$ cat config.mk
export PLATFORM = sky130hd
export DESIGN_NAME = sss_signaling
export DESIGN_NICKNAME = d
export VERILOG_FILES = /design/src/sss_pkg.sv /design/src/sss_signaling.sv
export VERILOG_INCLUDE_DIRS = /design/src
export SDC_FILE = /design/constraint.sdc
export NUM_CORES = 1
export LEC_CHECK = 0
export BUFFER_PORTS_ARGS = -buffer_cell sky130_fd_sc_hd__buf_2
export CORE_MARGIN = 2
export CORE_UTILIZATION = 40
export CTS_BUF_LIST = sky130_fd_sc_hd__clkbuf_4
export DETAILED_ROUTE_END_ITERATION = 8
export GPL_ROUTABILITY_DRIVEN = 0
export HOLD_SLACK_MARGIN = 0.03
export PLACE_DENSITY_LB_ADDON = 0.1
export SLEW_MARGIN = 15
export SYNTH_ARGS = -nofsm -noshare
export SYNTH_HDL_FRONTEND = slang
export SYNTH_SLANG_ARGS = --single-unit
$ cat constraint.sdc
create_clock -name pclk -period 3.1 [get_ports pclk]
set_clock_uncertainty 0.15 [all_clocks]
set_input_delay 0.62 -clock pclk [delete_from_list [all_inputs] [get_ports pclk]]
set_output_delay 0.62 -clock pclk [all_outputs]
set_load 0.05 [all_outputs]
$ cat src/sss_cfg.svh
// How it works
// - Low output voltage below threshold flips signal
// - Current above threshold flips signal
// - Power above threshold flips signal
// - Operating hours past limit flips signal
// - Pre-derating temperature warning flips signal
// - Overvoltage clamp active flips signal
// - Mains failure flagged ten ms before shutoff
// - Phase loss or imbalance flags two-phase
// - Remaining life below threshold flips signal
// - Relay closes only with correct phase order
// - Selected options combine into one output
// - External party writes selection and thresholds
// - Output-good LED steady or blinking
// - First power LED above half load
// - Second power LED above three quarters
// - Boost LED above nominal power
// - Link LED steady with link supply
// - Link LED blinks while communicating
// - Default relay opens on low voltage
// - Sleep darkens LEDs, opens relay
`ifndef SSS_CFG_SVH
`define SSS_CFG_SVH

// ----------------------------------------
// Register byte offsets
// ----------------------------------------
`define SSS_OFS_CTRL   12'h000
`define SSS_OFS_VTH    12'h004
`define SSS_OFS_ITH    12'h008
`define SSS_OFS_PTH    12'h00c
`define SSS_OFS_HLIM   12'h010
`define SSS_OFS_LTH    12'h014
`define SSS_OFS_STAT   12'h018
`define SSS_OFS_HCNT   12'h01c

// ----------------------------------------
// Control fields
// ----------------------------------------
`define SSS_CTRL_AND   16
`define SSS_CTRL_SLEEP 24

// ----------------------------------------
// Option bit positions
// ----------------------------------------
`define SSS_OPT_VOLT  0
`define SSS_OPT_CURR  1
`define SSS_OPT_POWR  2
`define SSS_OPT_HOUR  3
`define SSS_OPT_TEMP  4
`define SSS_OPT_CLMP  5
`define SSS_OPT_MAIN  6
`define SSS_OPT_PHAS  7
`define SSS_OPT_LIFE  8
`define SSS_OPT_SEQ   9
`define SSS_NOPT      10

// ----------------------------------------
// Reset values and ranges
// ----------------------------------------
`define SSS_SEL_RST   10'h001
`define SSS_VTH_RST   8'h5a
`define SSS_VTH_MIN   8'h19
`define SSS_VTH_MAX   8'h87
`define SSS_ITH_RST   8'h64
`define SSS_ITH_MIN   8'h05
`define SSS_ITH_MAX   8'h96
`define SSS_HLIM_RST  20'h15630
`define SSS_LTH_RST   16'h0000
`define SSS_IMB_MAX   8'h0a
`define SSS_LED_GOOD  8'h5a
`define SSS_LED_P50   8'h32
`define SSS_LED_P75   8'h4b
`define SSS_LED_P100  8'h64

// ----------------------------------------
// Timing
// ----------------------------------------
`define SSS_CLK_HZ        100000000
`define SSS_MAINS_WARN_MS 10
`define SSS_BLINK_HZ      1

`endif

$ cat src/sss_pkg.sv
package sss_pkg;

  // Mains warning sequence states
  typedef enum logic [1:0] {
    SSS_MAINS_OK,
    SSS_MAINS_WARN,
    SSS_MAINS_OFF
  } sss_mains_t;

  // Option vector
  typedef logic [9:0] sss_opt_t;

endpackage : sss_pkg

$ cat src/sss_signaling.sv
`timescale 1ns/1ns
`default_nettype none
`include "sss_cfg.svh"

module sss_signaling
  import sss_pkg::*;
#(
  parameter int unsigned MAINS_WARN_CYC =
    `SSS_MAINS_WARN_MS * (`SSS_CLK_HZ / 1000),
  parameter int unsigned BLINK_HALF_CYC =
    `SSS_CLK_HZ / (2 * `SSS_BLINK_HZ)
) (
  input  wire logic        pclk,
  input  wire logic        presetn,
  input  wire logic        ce,
  // APB slave
  input  wire logic        psel,
  input  wire logic        penable,
  input  wire logic        pwrite,
  input  wire logic [11:0] paddr,
  input  wire logic [31:0] pwdata,
  output logic             pready,
  output logic [31:0]      prdata,
  output logic             pslverr,
  // Measurements, percent of setpoint or nominal
  input  wire logic [7:0]  volt_pct,
  input  wire logic [7:0]  curr_pct,
  input  wire logic [7:0]  powr_pct,
  input  wire logic        hour_tick,
  input  wire logic        derate_imminent,
  input  wire logic        overvoltage_clamp_flag,
  input  wire logic        mains_present_flag,
  input  wire logic        output_off_request,
  input  wire logic [2:0]  phase_present,
  input  wire logic [7:0]  phase_imbalance_pct,
  input  wire logic        rotation_correct,
  input  wire logic [15:0] life_remaining,
  input  wire logic        iol_supply_present,
  input  wire logic        iol_comm_active,
  // Outputs
  output logic             output_enable,
  output logic             mains_fail_warning,
  output logic             two_phase_operation,
  output logic             three_phase_healthy_flag,
  output logic             relay_closed,
  output logic             output_good_indicator,
  output logic             led_p50,
  output logic             led_p75,
  output logic             led_boost,
  output logic             led_iolink
);

  // ----------------------------------------
  // Helpers
  // ----------------------------------------

  // Saturate a written threshold into its range
  function automatic logic [7:0] sss_clamp(
    input logic [7:0] v,
    input logic [7:0] lo,
    input logic [7:0] hi
  );
    logic [7:0] r;
    r = v;
    if (v < lo) begin
      r = lo;
    end else if (v > hi) begin
      r = hi;
    end
    return r;
  endfunction : sss_clamp

  // Register offset match
  function automatic logic sss_hit(
    input logic [11:0] a,
    input logic [11:0] ofs
  );
    return a == ofs;
  endfunction : sss_hit

  // ----------------------------------------
  // Configuration registers
  // ----------------------------------------
  sss_opt_t    sel_reg;
  logic        and_mode_reg;
  logic        sleep_reg;
  logic [7:0]  vth_reg;
  logic [7:0]  ith_reg;
  logic [7:0]  pth_reg;
  logic [19:0] hlim_reg;
  logic [15:0] lth_reg;
  logic [19:0] hours_reg;
  logic [31:0] prdata_reg;
  logic        pslverr_reg;

  logic        wr_en;
  logic        rd_setup;
  logic        mapped;

  // Zero wait states; a frozen block stalls the bus
  assign pready  = ce;
  assign prdata  = prdata_reg;
  assign pslverr = pslverr_reg;

  assign wr_en    = ce && psel && penable && pwrite;
  assign rd_setup = ce && psel && !penable;

  // Address decode
  assign mapped = sss_hit(paddr, `SSS_OFS_CTRL) ||
                  sss_hit(paddr, `SSS_OFS_VTH)  ||
                  sss_hit(paddr, `SSS_OFS_ITH)  ||
                  sss_hit(paddr, `SSS_OFS_PTH)  ||
                  sss_hit(paddr, `SSS_OFS_HLIM) ||
                  sss_hit(paddr, `SSS_OFS_LTH)  ||
                  sss_hit(paddr, `SSS_OFS_STAT) ||
                  sss_hit(paddr, `SSS_OFS_HCNT);

  // Writable configuration, defaults kept until rewritten
  always_ff @(posedge pclk or negedge presetn) begin
    if (!presetn) begin
      sel_reg      <= `SSS_SEL_RST;
      and_mode_reg <= 1'b0;
      sleep_reg    <= 1'b0;
      vth_reg      <= `SSS_VTH_RST;
      ith_reg      <= `SSS_ITH_RST;
      pth_reg      <= `SSS_ITH_RST;
      hlim_reg     <= `SSS_HLIM_RST;
      lth_reg      <= `SSS_LTH_RST;
    end else if (wr_en) begin
      if (sss_hit(paddr, `SSS_OFS_CTRL)) begin
        sel_reg      <= pwdata[`SSS_NOPT-1:0];
        and_mode_reg <= pwdata[`SSS_CTRL_AND];
        sleep_reg    <= pwdata[`SSS_CTRL_SLEEP];
      end
      if (sss_hit(paddr, `SSS_OFS_VTH)) begin
        vth_reg <= sss_clamp(pwdata[7:0], `SSS_VTH_MIN, `SSS_VTH_MAX);
      end
      if (sss_hit(paddr, `SSS_OFS_ITH)) begin
        ith_reg <= sss_clamp(pwdata[7:0], `SSS_ITH_MIN, `SSS_ITH_MAX);
      end
      if (sss_hit(paddr, `SSS_OFS_PTH)) begin
        pth_reg <= sss_clamp(pwdata[7:0], `SSS_ITH_MIN, `SSS_ITH_MAX);
      end
      if (sss_hit(paddr, `SSS_OFS_HLIM)) begin
        hlim_reg <= pwdata[19:0];
      end
      if (sss_hit(paddr, `SSS_OFS_LTH)) begin
        lth_reg <= pwdata[15:0];
      end
    end
  end

  // ----------------------------------------
  // Operating hours
  // ----------------------------------------

  // Accumulates hour ticks, holds at full scale
  always_ff @(posedge pclk or negedge presetn) begin
    if (!presetn) begin
      hours_reg <= 20'h00000;
    end else if (ce && hour_tick && (hours_reg != 20'hfffff)) begin
      hours_reg <= hours_reg + 20'h00001;
    end
  end

  // ----------------------------------------
  // Mains failure warning
  // ----------------------------------------
  sss_mains_t  mains_st_reg;
  logic [31:0] warn_cnt_reg;
  logic        warn_done;

  assign warn_done = warn_cnt_reg >= (MAINS_WARN_CYC - 1);

  // Flag at once, allow shutoff only after the lead time
  always_ff @(posedge pclk or negedge presetn) begin
    if (!presetn) begin
      mains_st_reg <= SSS_MAINS_OK;
      warn_cnt_reg <= 32'h00000000;
    end else if (ce) begin
      case (mains_st_reg)
        SSS_MAINS_OK: begin
          warn_cnt_reg <= 32'h00000000;
          if (!mains_present_flag) begin
            mains_st_reg <= SSS_MAINS_WARN;
          end
        end
        SSS_MAINS_WARN: begin
          if (mains_present_flag) begin
            mains_st_reg <= SSS_MAINS_OK;
          end else if (warn_done) begin
            mains_st_reg <= SSS_MAINS_OFF;
          end else begin
            warn_cnt_reg <= warn_cnt_reg + 32'h00000001;
          end
        end
        SSS_MAINS_OFF: begin
          if (mains_present_flag) begin
            mains_st_reg <= SSS_MAINS_OK;
          end
        end
        default: begin
          mains_st_reg <= SSS_MAINS_OK;
        end
      endcase
    end
  end

  // Output may only drop once the warning has stood long enough
  always_ff @(posedge pclk or negedge presetn) begin
    if (!presetn) begin
      output_enable      <= 1'b1;
      mains_fail_warning <= 1'b0;
    end else if (ce) begin
      mains_fail_warning <= !mains_present_flag ||
                            (mains_st_reg != SSS_MAINS_OK);
      output_enable <= !(output_off_request &&
                         (mains_st_reg == SSS_MAINS_OFF));
    end
  end

  // ----------------------------------------
  // Option evaluation and combining
  // ----------------------------------------
  sss_opt_t opt_fault;
  sss_opt_t opt_reg;
  logic     any_sel;
  logic     combined;
  logic     phase_loss;
  logic     healthy;

  assign phase_loss = phase_present != 3'b111;
  assign healthy    = !phase_loss && rotation_correct;

  // A set bit means the option reports a problem
  always_comb begin
    opt_fault                = '0;
    opt_fault[`SSS_OPT_VOLT] = volt_pct < vth_reg;
    opt_fault[`SSS_OPT_CURR] = curr_pct > ith_reg;
    opt_fault[`SSS_OPT_POWR] = powr_pct > pth_reg;
    opt_fault[`SSS_OPT_HOUR] = hours_reg > hlim_reg;
    opt_fault[`SSS_OPT_TEMP] = derate_imminent;
    opt_fault[`SSS_OPT_CLMP] = overvoltage_clamp_flag;
    opt_fault[`SSS_OPT_MAIN] = mains_st_reg != SSS_MAINS_OK ||
                               !mains_present_flag;
    opt_fault[`SSS_OPT_PHAS] = phase_loss ||
                               phase_imbalance_pct > `SSS_IMB_MAX;
    opt_fault[`SSS_OPT_LIFE] = life_remaining < lth_reg;
    opt_fault[`SSS_OPT_SEQ]  = !healthy;
  end

  assign any_sel = |sel_reg;

  // OR mode: any selected fault; AND mode: all selected faults
  assign combined = !any_sel ? 1'b0 :
                    and_mode_reg ? ((opt_reg & sel_reg) == sel_reg) :
                    |(opt_reg & sel_reg);

  // Registered option state and phase flags
  always_ff @(posedge pclk or negedge presetn) begin
    if (!presetn) begin
      opt_reg                  <= '0;
      two_phase_operation      <= 1'b0;
      three_phase_healthy_flag <= 1'b0;
    end else if (ce) begin
      opt_reg                  <= opt_fault;
      two_phase_operation      <= opt_fault[`SSS_OPT_PHAS];
      three_phase_healthy_flag <= healthy;
    end
  end

  // Normally open contact closes while all is well
  always_ff @(posedge pclk or negedge presetn) begin
    if (!presetn) begin
      relay_closed <= 1'b0;
    end else if (ce) begin
      relay_closed <= !sleep_reg && !combined;
    end
  end

  // ----------------------------------------
  // Blink divider
  // ----------------------------------------
  logic [31:0] blink_cnt_reg;
  logic        blink_reg;

  // Free-running half-period counter
  always_ff @(posedge pclk or negedge presetn) begin
    if (!presetn) begin
      blink_cnt_reg <= 32'h00000000;
      blink_reg     <= 1'b0;
    end else if (ce) begin
      if (blink_cnt_reg >= (BLINK_HALF_CYC - 1)) begin
        blink_cnt_reg <= 32'h00000000;
        blink_reg     <= !blink_reg;
      end else begin
        blink_cnt_reg <= blink_cnt_reg + 32'h00000001;
      end
    end
  end

  // ----------------------------------------
  // Front LEDs
  // ----------------------------------------

  // Fixed indicators, all dark in sleep
  always_ff @(posedge pclk or negedge presetn) begin
    if (!presetn) begin
      output_good_indicator <= 1'b0;
      led_p50               <= 1'b0;
      led_p75               <= 1'b0;
      led_boost             <= 1'b0;
      led_iolink            <= 1'b0;
    end else if (ce) begin
      if (sleep_reg) begin
        output_good_indicator <= 1'b0;
        led_p50               <= 1'b0;
        led_p75               <= 1'b0;
        led_boost             <= 1'b0;
        led_iolink            <= 1'b0;
      end else begin
        output_good_indicator <= (volt_pct >= `SSS_LED_GOOD) ? 1'b1 :
                                 blink_reg;
        led_p50   <= powr_pct > `SSS_LED_P50;
        led_p75   <= powr_pct > `SSS_LED_P75;
        led_boost <= powr_pct > `SSS_LED_P100;
        if (!iol_supply_present) begin
          led_iolink <= 1'b0;
        end else if (iol_comm_active) begin
          led_iolink <= blink_reg;
        end else begin
          led_iolink <= 1'b1;
        end
      end
    end
  end

  // ----------------------------------------
  // Read data
  // ----------------------------------------
  logic [31:0] rd_mux;

  // Read value selection by address
  always_comb begin
    rd_mux = 32'h00000000;
    if (sss_hit(paddr, `SSS_OFS_CTRL)) begin
      rd_mux[`SSS_NOPT-1:0]   = sel_reg;
      rd_mux[`SSS_CTRL_AND]   = and_mode_reg;
      rd_mux[`SSS_CTRL_SLEEP] = sleep_reg;
    end
    if (sss_hit(paddr, `SSS_OFS_VTH)) begin
      rd_mux[7:0] = vth_reg;
    end
    if (sss_hit(paddr, `SSS_OFS_ITH)) begin
      rd_mux[7:0] = ith_reg;
    end
    if (sss_hit(paddr, `SSS_OFS_PTH)) begin
      rd_mux[7:0] = pth_reg;
    end
    if (sss_hit(paddr, `SSS_OFS_HLIM)) begin
      rd_mux[19:0] = hlim_reg;
    end
    if (sss_hit(paddr, `SSS_OFS_LTH)) begin
      rd_mux[15:0] = lth_reg;
    end
    if (sss_hit(paddr, `SSS_OFS_STAT)) begin
      rd_mux[`SSS_NOPT-1:0] = opt_reg;
      rd_mux[`SSS_CTRL_AND] = relay_closed;
    end
    if (sss_hit(paddr, `SSS_OFS_HCNT)) begin
      rd_mux[19:0] = hours_reg;
    end
  end

  // Captured in setup, presented during access
  always_ff @(posedge pclk or negedge presetn) begin
    if (!presetn) begin
      prdata_reg  <= 32'h00000000;
      pslverr_reg <= 1'b0;
    end else if (rd_setup) begin
      prdata_reg  <= pwrite ? 32'h00000000 : rd_mux;
      pslverr_reg <= !mapped;
    end
  end

endmodule : sss_signaling

`default_nettype wire

# Word level (Yosys, flattened, before mapping)
# Index checks and enable logic that the tools add are counted.
classes:
  reduce_logical: 42
  n_bitwise: 1
  order_cmp: 16
  n_mux: 35
  add_sub_neg: 3
  n_eq_ne: 17
op_table:
  columns: ["operator", "n"]
  rows:
  - ["$mux 32", 3]
  - ["$add 32x1->32 const B", 2]
  - ["$pmux 32 s2", 1]
  - ["$mux 8", 7]
  - ["$eq 12x5->1 const B", 4]
  - ["$mux 20", 2]
  - ["$ge 32x20->1 const B", 1]
  - ["$ge 32x26->1 const B", 1]
  - ["$mux 25", 1]
  - ["$eq 12x4->1 const B", 2]
  - ["$add 20x1->20 const B", 1]
  - ["$gt 20x20->1", 1]
  - ["$mux 10", 2]
  - ["$ne 20x20->1 const B", 1]
  - ["$reduce_or 10->1", 2]
  - ["$gt 8x7->1 const B", 2]
  - ["$gt 8x8->1", 2]
  - ["$gt 8x8->1 const B", 2]
  - ["$lt 16x16->1", 1]
  - ["$mux 16", 1]
  - ["$reduce_and 2->1", 7]
  - ["$mux 1", 13]
  - ["$eq 12x3->1 const B", 1]
  - ["$logic_not 12->1", 1]
  - ["20 further kinds", 53]
word_totals:
  in_bits: 109
  elab_cells: 140
  output_inout_bits: 44
  reg_bits: 212

# Depth between registers and ports, before layout
# Gate-level depths: netlist of run 1.
logic_depth:
  ltp_word: 10
  depth_mapped: 9
  ltp_nobuf: 8

# Worst setup path before layout of run 1
# OpenSTA, ideal clock, no wires.
synth_path:
  path_type: "input-to-reg"
  startpoint: "input paddr[7]"
  endpoint: "register vth_reg[0]"
  path_stages: 6
  arrival_ns: 2.150
  path_buffers: 0
  setup_time_ns: 0.125
  t_required_ns: 2.825
  setup_slack_ns: 0.675
  path_cell_list: "nor4_2 -> nand3_2 -> nor4_1 -> o31ai_1 -> nor3_1 -> a21oi_1"
synth_between:
  elab_chain_cells: 2
synth_rtl:
  columns: ["element", "line", "source"]
  rows:
  - ["start: declaration", "sss_signaling.sv:20", "input wire logic [11:0] paddr,"]
  - ["$eq 12x3->1", "sss_signaling.sv:78", "return a == ofs;"]
  - ["$reduce_and 2->1 (no line)", null, null]
  - ["end signal: assignment", "sss_signaling.sv:124", "vth_reg <= `SSS_VTH_RST;"]
  - ["end signal: assignment", "sss_signaling.sv:136", "vth_reg <= sss_clamp(pwdata[7:0], `SSS_VTH_MIN, `SSS_VTH_MAX);"]
  - ["end: declaration", "sss_signaling.sv:87", "logic [7:0] vth_reg;"]
# Every way passes these cells.
# A chain may end at the register's enable or synchronous reset.

# Final worst setup path of run 1
layout_path:
  startpoint: "register warn_cnt_reg[0]"
  endpoint: "register warn_cnt_reg[10]"
layout_between:
  elab_chain_cells: 4
  word_cells_on_any_way: 7
  classes_between: "add/sub (1); order compare (1); eq/ne (1); mux (3); reduce/logical (1)"
layout_rtl:
  columns: ["element", "line", "source"]
  rows:
  - ["start: declaration", "sss_signaling.sv:170", "logic [31:0] warn_cnt_reg;"]
  - ["start signal: assignment", "sss_signaling.sv:194", "warn_cnt_reg <= warn_cnt_reg + 32'h00000001;"]
  - ["$add 32x1->32", "sss_signaling.sv:194", null]
  - ["$mux 32", "sss_signaling.sv:191", "end else if (warn_done) begin"]
  - ["$mux 32", "sss_signaling.sv:189", "if (mains_present_flag) begin"]
  - ["$pmux 32 s2", "sss_signaling.sv:181", "case (mains_st_reg)"]
# Several ways; a longest one is shown, not always the timed one. The select of a mux whose other input is x is not followed.

==> results of run 1 <==
[report_power, final]
group          internal [mW]  total, mW  switching (mW)
Combinational          0.326      0.848           0.521
Clock                  0.354       1.34           0.986
Sequential              2.73       2.90           0.172
Total                   3.41       5.08            1.68
[cell families (layout without fill, tap and decap cells)]
logic type	after synthesis	in the layout
other cells	1	12
simple gates	401	401
fa+ha+maj	61	61
flops	199	199
buf+inv	144	280
xor+xnor	39	39
compound gates	300	300
mux	35	35
[per-layer routing]
layer	track usage, %	wire, um	vias to the layer above
li1	-	-	4443
met2	35.8	14300	226
met1	30.4	14400	4442
met3	3.88	1430	35
met4	5.28	484	2
met5	0	13	-
[repair_timing]
action	CTS	global route
gates resized for setup	0	0
hold buffers	4	0
hold endpoints to repair	61	0
[per-stage QoR]
step	hold WS [ps]	instance area, um^2	std cells	util, %	setup slack (ps)
6_report	80.0	12400	1668	46.0	571
5_1_grt	38.4	12400	1668	46.0	427
4_1_cts	36.7	12400	1667	46.0	573
3_5_place_dp	310	12100	1631	44.9	140
3_3_place_gp	307	12100	1631	44.9	161
2_1_floorplan	174	11100	1190	-	675
[worst paths after layout]
kind | slack [ps] | endpoint | cells after the start
setup / recovery | 570 | warn_cnt_reg[10]$_DFFE_PN0P_ | 8
hold / removal | 80 | led_iolink$_DFFE_PN0P_ | 2
setup reg to reg | 570 | warn_cnt_reg[10]$_DFFE_PN0P_ | 8
hold reg to reg | 340 | prdata[7]$_DFFE_PN0P_ | 1
max in group asynchronous | 1600 | hlim_reg[10]$_DFFE_PN1P_ | 3
min in group asynchronous | 380 | blink_cnt_reg[22]$_DFFE_PN0P_ | 2
[area by class of cell]
cell class / instances / area, um^2
Clock inverter: 14 / 116
Sequential cell: 199 / 5000
Inverter: 85 / 319
Timing Repair Buffer: 163 / 955
Clock buffer: 18 / 135
Antenna cell: 1 / 2.50
Tap cell: 341 / 427
Fill cell: 2696 / 14600
Multi-Input combinational cell: 847 / 5480
[placed cells by master, fill, tap and decap left out, types with 10 or more instances in the layout]
cell / n
sky130_fd_sc_hd__a21oi_1: 49
sky130_fd_sc_hd__nor2b_1: 20
sky130_fd_sc_hd__nand2_1: 132
sky130_fd_sc_hd__o211ai_1: 13
sky130_fd_sc_hd__clkbuf_4: 18
sky130_fd_sc_hd__a21o_1: 17
sky130_fd_sc_hd__nor3_1: 33
sky130_fd_sc_hd__a31oi_1: 12
sky130_fd_sc_hd__nand3_1: 30
sky130_fd_sc_hd__xor2_1: 16
sky130_fd_sc_hd__dfstp_2: 19
sky130_fd_sc_hd__xnor2_1: 23
sky130_fd_sc_hd__mux2_2: 20
sky130_fd_sc_hd__nand4_1: 22
sky130_fd_sc_hd__buf_4: 26
sky130_fd_sc_hd__nor2_1: 89
sky130_fd_sc_hd__and3_1: 17
sky130_fd_sc_hd__buf_2: 129
sky130_fd_sc_hd__inv_1: 85
sky130_fd_sc_hd__conb_1: 11
sky130_fd_sc_hd__nand2b_1: 19
sky130_fd_sc_hd__o21ai_0: 108
sky130_fd_sc_hd__dfrtp_1: 180
sky130_fd_sc_hd__a22o_1: 10
sky130_fd_sc_hd__o22ai_1: 10
sky130_fd_sc_hd__ha_1: 61
==> PnR_summary.wiki, run 1 <==
{| class="wikitable"
! Metric !! Value
|-
| IO Pins || 153
|-
| Setup repair after global routing missed its margin || no
|-
| DRT antenna net count || 0
|-
| Xor/xnor cell area share of the yosys netlist || 3.09%
|-
| Number of buffers on the longest clock path || 2
|-
| Antenna violations before repair || 2
|-
| Compound-cell area share of the yosys netlist || 17.6%
|-
| Category of the critical setup timing path || flop to flop
|-
| Outcome || completed
|-
| Family of cells with the greatest summed delay on the critical path || compound AO/OA/AOI/OAI gates
|-
| Vias/cell || around 5.5
|-
| Fraction of final layout cells with drive strength greater than 1 || 18.9%
|-
| Synth Register Bits || 199
|-
| Syn avg cell area || 9.37 um^2
|-
| Cell-by-cell listing of the critical path || ha_1 > and4_1 > a211o_1 > nand4b_1 > nand2_1 > buf_4 > o311a_1 > a221o_1
|-
| Multiplexer share of the synthesized area || between 4 and 5%
|-
| Cell area after synthesis || 0.0111 mm^2
|-
| Die height || 170 um
|-
| Main combinational cell family by area after synthesis || compound AO/OA/AOI/OAI gates
|-
| Number of clock sinks || 199
|-
| Post-synth ARST share || 100%
|-
| Worst setup path start || warn_cnt_reg[0]$_DFFE_PN0P_
|-
| Remaining DRCs || 0
|-
| EDFF count, synth || 0
|-
| Data required, critical path || 3440 ps
|-
| Classification of the worst-slack hold path || input port to flop
|-
| Normalized max-slew margin || 52.1%
|-
| Clock Tree Root || sky130_fd_sc_hd__clkbuf_4
|-
| DIE WIDTH || 170 um
|-
| Number of vias in the routed layout || 9,148
|-
| Worst Path Arrival || around 2900 ps
|-
| Initial standard-cell utilization of the core || approximately 41%
|-
| H-tree Lvls || 4
|-
| Dominant register cell in the synthesized netlist || sky130_fd_sc_hd__dfrtp_1
|-
| Minimum clock period || 2530 ps
|-
| Top-count cell post-synth || sky130_fd_sc_hd__dfrtp_1
|-
| Leakage power total || about 6 nW
|-
| Placed wire-length estimate after detailed placement || 22.9 mm
|-
| Cells taking the most area after synthesis || sky130_fd_sc_hd__dfrtp_1, sky130_fd_sc_hd__ha_1, sky130_fd_sc_hd__o21ai_0
|-
| Number of cells produced by synthesis || 1,180
|-
| Startpoint type of the worst setup path || flop
|-
| Final routed wirelength across all metal layers || ~30 mm
|-
| Die Footprint || 0.0290 mm^2
|-
| Peak Freq || 395 MHz
|-
| Detailed Routing Iterations Pass 1 || 7
|-
| Part of the cycle the worst path needs || 81.6%
|-
| Core area || between 0.02 and 0.03 mm^2
|-
| Most used standard cells in the synthesized netlist || sky130_fd_sc_hd__dfrtp_1, sky130_fd_sc_hd__nand2_1, sky130_fd_sc_hd__o21ai_0
|-
| Clock Pin Slew Worst Setup and Hold Paths || 170 ps
|-
| Synthesis-to-layout area growth || 12.6%
|-
| Count of max-cap constraint violations || 0
|-
| Synth Area in Simple Gates || ~17%
|-
| Final hold violations || 0
|-
| Maximum ir drop on the vdd rail || roughly 0.25 mV
|-
| Largest net degree at the start of global routing || 65
|-
| Final setup viols || 0
|-
| Overall track demand over capacity in global routing || around 22%
|-
| Number of input and output port buffers inserted || 130
|-
| Number of buffers created by CTS || 17
|-
| Number of warning messages in the yosys log || 0
|-
| Worst hold path startpoint || iol_supply_present
|-
| Total negative slack for setup checks || 0 ps
|-
| Slew at the pin closest to its max-slew limit || 712 ps
|-
| Cell variety after synth || 71
|-
| Via count of the first global-routing pass || 8,858
|-
| Slowest stage delay, CP || between 400 and 500 ps
|-
| Critical path's slowest cell || sky130_fd_sc_hd__dfrtp_1
|-
| Post-synthesis cell type with the largest combined area || sky130_fd_sc_hd__dfrtp_1
|-
| Largest fanout on the critical path || 10
|-
| 1st-iter DRT viols || 715
|-
| Clock latency on the worst-skew pair || 610 ps
|-
| Number of placement rows || 60
|-
| Fraction of post-synthesis cell area in the top cell type by area || 40.8%
|-
| WL per Instance || ~18 um
|-
| Overflow left after global routing || 0
|-
| Critical path buffers and inverters || 1
|-
| Pwr Density || 409 mW/mm^2
|-
| Wire length of the first global-routing pass || 49.2 mm
|-
| Sequential element share of the synthesized area || 45.3%
|-
| Slew Viols, Final || 0
|-
| Clock tree from TritonCTS || yes
|-
| Post-CTS Repair Setup Buffers || 0
|-
| Adder-cell area share of the yosys netlist || ~7%
|-
| FF-to-FF Start || warn_cnt_reg[0]$_DFFE_PN0P_
|-
| Number of nets in the layout || 1,483
|-
| CP endpoint kind || flop
|-
| Overall power after layout || 5.08 mW
|}
No activity file was read; power rests on OpenSTA's default activity.
==> run 2, diff against run 1 <==
==> constraint.sdc (replaced) <==
create_clock -name pclk -period 2.5 [get_ports pclk]
set_clock_uncertainty 0.15 [all_clocks]
set_input_delay 0.5 -clock pclk [delete_from_list [all_inputs] [get_ports pclk]]
set_output_delay 0.5 -clock pclk [all_outputs]
set_load 0.05 [all_outputs]
==> run 2 against run 1 <==
  * Critical path depth stayed put
  * Sequential power is 23% higher
  * Flip-flop and latch count stayed put
  * Total power is 25% higher
  * Combinational power is 31% higher
  * Wire length is 1.4% higher
  * Maximum frequency is 6.7% higher
  * Largest power group unchanged
  * Worst hold slack worse by 13 ps
  * Via count is 2.3% higher
  * Clock power is 25% higher
  * Non-clock buffer count is 49 higher
==> PnR_summary.wiki, run 2 (synthesis results as in run 1) <==
{| class="wikitable"
! Metric !! Value
|-
| Startpoint type of the worst setup path || flop
|-
| Vias/cell || 5.45 (-0.71%)
|-
| Number of vias in the routed layout || 9,355 (+2.3%)
|-
| DRT antenna net count || 0 (unchanged)
|-
| Pwr Density || 494 mW/mm^2 (+21%)
|-
| Post-Place Setup Slack || 35.6 ps (-104 ps)
|-
| Normalized max-slew margin || 65.5% (+13 points)
|-
| Die Footprint || 0.0290 mm^2 (unchanged)
|-
| Category of the critical setup timing path || flop to flop
|-
| Overall track demand over capacity in global routing || 22.2% (+0.29 points)
|-
| Largest fanout on the critical path || 15 (+5)
|-
| Number of buffers created by CTS || 17 (unchanged)
|-
| Number of input and output port buffers inserted || 130 (unchanged)
|-
| Maximum ir drop on the vdd rail || 0.263 mV (+5.7%)
|-
| Crit path setup slack, layout || 130 ps (-441 ps)
|-
| Cell-by-cell listing of the critical path || ha_1 > and4_1 > a211o_1 > nand4b_1 > nand2_1 > buf_4 > o311a_1 > a221o_1
|-
| Leakage power total || 6.18 nW (+3.6%)
|-
| Classification of the worst-slack hold path || input port to flop
|-
| Antenna violations before repair || 1 (-1)
|-
| Clock Pin Slew Worst Setup and Hold Paths || 170 ps (about the same)
|-
| Number of buffers on the longest clock path || 2 (unchanged)
|-
| Total negative slack for setup checks || 0 ps (unchanged)
|-
| IO Pins || 153 (unchanged)
|-
| Setup repair after global routing missed its margin || no
|-
| Detailed Routing Iterations Pass 1 || 5 (-2)
|-
| Number of placement rows || 60 (unchanged)
|-
| Wire length of the first global-routing pass || 49.8 mm (+1.3%)
|-
| Clock latency on the worst-skew pair || 610 ps (about the same)
|-
| Hold Path Stages || 3 (+1)
|-
| Initial standard-cell utilization of the core || 40.9% (unchanged)
|-
| Critical path buffers and inverters || 1 (unchanged)
|-
| WL per Instance || 18.1 um (-1.5%)
|-
| Leading cell type in the layout, fill and taps excluded || sky130_fd_sc_hd__dfrtp_1
|-
| Part of the cycle the worst path needs || 94.8% (+13 points)
|-
| Post-CTS Repair Setup Buffers || 0 (unchanged)
|-
| Data required, critical path || 2860 ps (-580 ps)
|-
| Slew at the pin closest to its max-slew limit || 505 ps (-207 ps)
|-
| Minimum clock period || 2370 ps (-159 ps)
|-
| Overflow left after global routing || 0 (unchanged)
|-
| Most used cells in the layout excluding fill and tap cells || sky130_fd_sc_hd__dfrtp_1, sky130_fd_sc_hd__nand2_1, sky130_fd_sc_hd__buf_2, sky130_fd_sc_hd__o21ai_0, sky130_fd_sc_hd__nor2_1
|-
| Fraction of final layout cells with drive strength greater than 1 || 20.1% (+1.3 points)
|-
| Cells on worst reg2reg path || 8 (unchanged)
|-
| Worst Path Arrival || 2730 ps (-140 ps)
|-
| Placed wire-length estimate after detailed placement || 23.4 mm (+2.2%)
|-
| Die height || 170 um (unchanged)
|-
| Count of filler cells inserted in the layout || 2,635 (-2.3%)
|-
| DIE WIDTH || 170 um (unchanged)
|-
| Final hold violations || 0 (unchanged)
|-
| H-tree Lvls || 4 (unchanged)
|-
| Total stage count of the critical path || 8 (unchanged)
|-
| Remaining DRCs || 0 (unchanged)
|-
| Critical path's slowest cell || sky130_fd_sc_hd__dfrtp_1
|-
| Family of cells with the greatest summed delay on the critical path || compound AO/OA/AOI/OAI gates
|-
| Synthesis-to-layout area growth || 16.6%
|-
| Number of nets in the layout || 1,533 (+3.4%)
|-
| Outcome || completed
|-
| Final routed wirelength across all metal layers || 31.0 mm (+1.4%)
|-
| Clock Tree Root || sky130_fd_sc_hd__clkbuf_4
|-
| CP endpoint kind || flop
|-
| 1st-iter DRT viols || 637 (-11%)
|-
| Via count of the first global-routing pass || 9,003 (+1.6%)
|-
| Final setup viols || 0 (unchanged)
|-
| Largest net degree at the start of global routing || 59 (-9.2%)
|-
| Slowest stage delay, CP || 420 ps (-30 ps)
|-
| Count of max-cap constraint violations || 0 (unchanged)
|-
| Slew Viols, Final || 0 (unchanged)
|-
| Core area || 0.0270 mm^2 (unchanged)
|-
| Number of clock sinks || 199 (unchanged)
|-
| Peak Freq || 422 MHz (+6.7%)
|-
| Clock tree from TritonCTS || yes
|}
## run 2: routing by layer
layer	global-route usage, %	routed length (um)
met1	31.3	14600
met2	35.5	14500
met4	6.02	524
met3	3.74	1420
met5	0	0
## run 2: final timing paths
kind                                                   from                       endpoint  slack (ps)
worst max-delay path            warn_cnt_reg[0]$_DFFE_PN0P_   warn_cnt_reg[18]$_DFFE_PN0P_         130
worst min-delay path                 phase_imbalance_pct[4]         opt_reg[7]$_DFFE_PN0P_          70
worst max register to register  warn_cnt_reg[0]$_DFFE_PN0P_   warn_cnt_reg[18]$_DFFE_PN0P_         130
worst min register to register        prdata[4]$_DFFE_PN0P_          prdata[4]$_DFFE_PN0P_         340
max in group asynchronous                           presetn       hlim_reg[16]$_DFFE_PN1P_        1170
min in group asynchronous                           presetn  blink_cnt_reg[29]$_DFFE_PN0P_         260
## run 2: power by group
group / internal (mW) / switching, mW
clock network: 0.495 / 1.18
logic: 0.447 / 0.666
registers: 3.38 / 0.205
total: 4.32 / 2.05
## run 2: cell type report
class | instances | area, um^2 | area share [%]
diodes | 1 | 2.50 | 0.0194
clock buffers | 17 | 128 | 0.990
clock inverters | 15 | 126 | 0.980
inverters | 85 | 319 | 2.48
multi-input cells | 848 | 5500 | 42.7
flip-flops and latches | 199 | 5000 | 38.8
well taps | 341 | 427 | 3.31
repair buffers | 212 | 1380 | 10.7
## run 2: what timing repair did
action | 4_1_cts | 5_1_grt
gates resized for setup | 0 | 2
endpoints found under the hold margin | 81 | 0
setup endpoints to repair | 0 | 29
hold buffers | 23 | 0
## run 2: metrics by stage
step / hold slack, ps / instance area [um^2] / total power, mW / std cells / utilization (%)
global route: 57.0 / 12900 / 6.73 / 1718 / 47.7
floorplan: 54.4 / 11100 / 4.27 / 1190 / -
finish: 67.2 / 12900 / 6.37 / 1718 / 47.7
CTS: 37.4 / 12900 / 6.44 / 1716 / 47.6
detailed placement: 313 / 12400 / 4.73 / 1661 / 45.8
global placement: 308 / 12400 / 4.71 / 1661 / 45.8
## run 2: worst min-delay path, stage by stage
cell and delay [ps]:
sky130_fd_sc_hd__buf_2 80, sky130_fd_sc_hd__nor4_1 40, sky130_fd_sc_hd__a41oi_1 180
==> run 3, diff against run 2 <==
==> constraint.sdc (replaced) <==
create_clock -name pclk -period 2.9 [get_ports pclk]
set_clock_uncertainty 0.15 [all_clocks]
set_input_delay 0.58 -clock pclk [delete_from_list [all_inputs] [get_ports pclk]]
set_output_delay 0.58 -clock pclk [all_outputs]
set_load 0.05 [all_outputs]
==> run 3 against run 2 <==
  * Maximum frequency decreased by 10%
  * Non-clock buffer count decreased by 39
  * Clock power decreased by 11%
  * Via count decreased by 1.6%
  * Core utilization decreased by 1.2 points
  * Critical path type unchanged
==> PnR_summary.wiki, run 3 (synthesis results as in run 1) <==
{| class="wikitable"
! Metric !! Value
|-
| Overall power after layout || 5.51 mW (-13%)
|-
| H-tree Lvls || 4 (unchanged)
|-
| Number of placement rows || 60 (unchanged)
|-
| Number of input and output port buffers inserted || 130 (unchanged)
|-
| Final routed wirelength across all metal layers || 30.7 mm (-1.0%)
|-
| Die Footprint || 0.0290 mm^2 (unchanged)
|-
| Placed wire-length estimate after detailed placement || 23.2 mm (-1.0%)
|-
| Final std cell area, no fill || 0.0126 mm^2 (-2.6%)
|-
| Antenna violations before repair || 2 (+1)
|-
| Number of buffers on the longest clock path || 2 (unchanged)
|-
| Cells on worst reg2reg path || 8 (unchanged)
|-
| Startpoint type of the worst setup path || flop
|-
| Slew at the pin closest to its max-slew limit || 636 ps (+131 ps)
|-
| Remaining DRCs || 0 (unchanged)
|-
| Die height || 170 um (unchanged)
|-
| Clock latency on the worst-skew pair || 590 ps (-20 ps)
|-
| Number of vias in the routed layout || 9,208 (-1.6%)
|-
| Count of filler cells inserted in the layout || 2,652 (+0.65%)
|-
| Overflow left after global routing || 0 (unchanged)
|-
| Part of the cycle the worst path needs || 91.1% (-3.7 points)
|-
| Wire length of the first global-routing pass || 49.2 mm (-1.2%)
|-
| Core area || 0.0270 mm^2 (unchanged)
|-
| Slew Viols, Final || 0 (unchanged)
|-
| Category of the critical setup timing path || flop to flop
|-
| Clock tree from TritonCTS || yes
|-
| Slowest stage delay, CP || 450 ps (+30 ps)
|-
| Setup repair after global routing missed its margin || no
|-
| Post-CTS Repair Setup Buffers || 0 (unchanged)
|-
| Count of max-cap constraint violations || 0 (unchanged)
|-
| Fraction of final layout cells with drive strength greater than 1 || 19.1% (-1.0 points)
|-
| Classification of the worst-slack hold path || input port to flop
|-
| Vias/cell || 5.49 (+0.77%)
|-
| Overall track demand over capacity in global routing || 21.9% (-0.36 points)
|-
| Largest fanout on the critical path || 10 (-5)
|-
| Data required, critical path || 3230 ps (+370 ps)
|-
| Placed cell area || 0.0122 mm^2 (-1.6%)
|-
| Number of nets in the layout || 1,493 (-2.6%)
|-
| Normalized max-slew margin || 57.3% (-8.1 points)
|-
| Total negative slack for setup checks || 0 ps (unchanged)
|-
| Number of clock sinks || 199 (unchanged)
|-
| Worst Path Arrival || 2970 ps (+240 ps)
|-
| Maximum ir drop on the vdd rail || 0.271 mV (+2.8%)
|-
| Number of buffers created by CTS || 17 (unchanged)
|-
| Clock Pin Slew Worst Setup and Hold Paths || 170 ps (about the same)
|-
| 1st-iter DRT viols || 747 (+17%)
|-
| Cell-by-cell listing of the critical path || ha_1 > and4_1 > a211o_1 > nand4b_1 > nand2_1 > buf_4 > o311a_1 > a221o_1
|-
| Number of gates resized after cts || 0 (unchanged)
|-
| Critical path's slowest cell || sky130_fd_sc_hd__dfrtp_1
|-
| DRT antenna net count || 0 (unchanged)
|-
| CP endpoint kind || flop
|-
| Synthesis-to-layout area growth || 13.6%
|-
| Clock Tree Root || sky130_fd_sc_hd__clkbuf_4
|-
| Outcome || completed
|-
| Peak Freq || 379 MHz (-10%)
|-
| WL per Instance || 18.3 um (+1.3%)
|-
| Leakage power total || 6.01 nW (-2.7%)
|-
| Detailed Routing Iterations Pass 1 || 4 (-1)
|-
| Initial standard-cell utilization of the core || 40.9% (unchanged)
|-
| Hold Path Stages || 3 (unchanged)
|-
| Pwr Density || 439 mW/mm^2 (-11%)
|-
| Final setup viols || 0 (unchanged)
|-
| IO Pins || 153 (unchanged)
|-
| Via count of the first global-routing pass || 8,924 (-0.88%)
|-
| Most used cells in the layout excluding fill and tap cells || sky130_fd_sc_hd__dfrtp_1, sky130_fd_sc_hd__nand2_1, sky130_fd_sc_hd__buf_2, sky130_fd_sc_hd__o21ai_0, sky130_fd_sc_hd__nor2_1
|-
| Largest net degree at the start of global routing || 56 (-5.1%)
|-
| DIE WIDTH || 170 um (unchanged)
|-
| Final hold violations || 0 (unchanged)
|-
| Minimum clock period || 2640 ps (+271 ps)
|-
| Leading cell type in the layout, fill and taps excluded || sky130_fd_sc_hd__dfrtp_1
|}
[run 3: cell types whose count changed in the layout (fill, tap and decap cells not counted), sizes merged]
| cell | delta |
|---|---|
| clkinv | -1 |
| clkbuf | +1 |
| inv | +2 |
| clkinvlp | -2 |
| dlygate4sd3 | -14 |
| and2 | -1 |
| buf | -25 |
[run 3: power by group]
group	switching, mW	total (mW)	internal (mW)
Sequential	0.186	3.10	2.91
Clock	1.03	1.49	0.462
Combinational	0.564	0.919	0.355
Total	1.78	5.51	3.73
[run 3: final cells by class]
cell class | count | area, um^2 | area share (%)
multi-input cells | 847 | 5480 | 43.7
flip-flops and latches | 199 | 5000 | 39.9
well taps | 341 | 427 | 3.40
inverters | 85 | 319 | 2.54
diodes | 1 | 2.50 | 0.0199
clock inverters | 14 | 143 | 1.14
repair buffers | 173 | 1040 | 8.30
clock buffers | 18 | 135 | 1.08
[run 3: critical path: cells and delay by family, from the launching register on]
kind                       cells  cell delay (ps)
AOI/OAI and AO/OA              3              890
adders and majority gates      1              240
buffers and inverters          1              230
DFF                            1              450
and+or+nand+nor                3              580
[run 3: per-stage QoR]
step	worst slack, ps	util, %	std cells	hold WS, ps
global placement	304	45.1	1636	305
floorplan	515	-	1190	134
global route	111	46.5	1678	43.3
CTS	274	46.4	1676	35.1
detailed placement	273	45.1	1636	314
finish	259	46.5	1678	66.6
[run 3: what timing repair did]
action	4_1_cts	5_1_grt
hold buffers	8	1
hold endpoints to repair	56	1
setup endpoints to repair	0	0
[run 3: layer usage]
metal  global-route usage (%)  part of all wire [%]  up-vias  routed length (um)
li1                         -                     -     4472                   -
met1                     30.9                    47     4509               14400
met2                     35.8                    48      204               14700
met3                     3.63                   4.4       21                1370
met4                     3.60                  0.95        2                 291
met5                        0                 0.042        -                  13
[run 3: worst paths after layout]
check                      slack (ps)                        start                            end
setup reg to reg                  260  warn_cnt_reg[0]$_DFFE_PN0P_   warn_cnt_reg[10]$_DFFE_PN0P_
hold / removal                     70                   pwdata[12]       hlim_reg[12]$_DFFE_PN1P_
setup / recovery                  260  warn_cnt_reg[0]$_DFFE_PN0P_   warn_cnt_reg[10]$_DFFE_PN0P_
max in group asynchronous        1490                      presetn        hlim_reg[5]$_DFFE_PN1P_
hold reg to reg                   340       prdata[10]$_DFFE_PN0P_         prdata[10]$_DFFE_PN0P_
min in group asynchronous         360                      presetn  blink_cnt_reg[30]$_DFFE_PN0P_
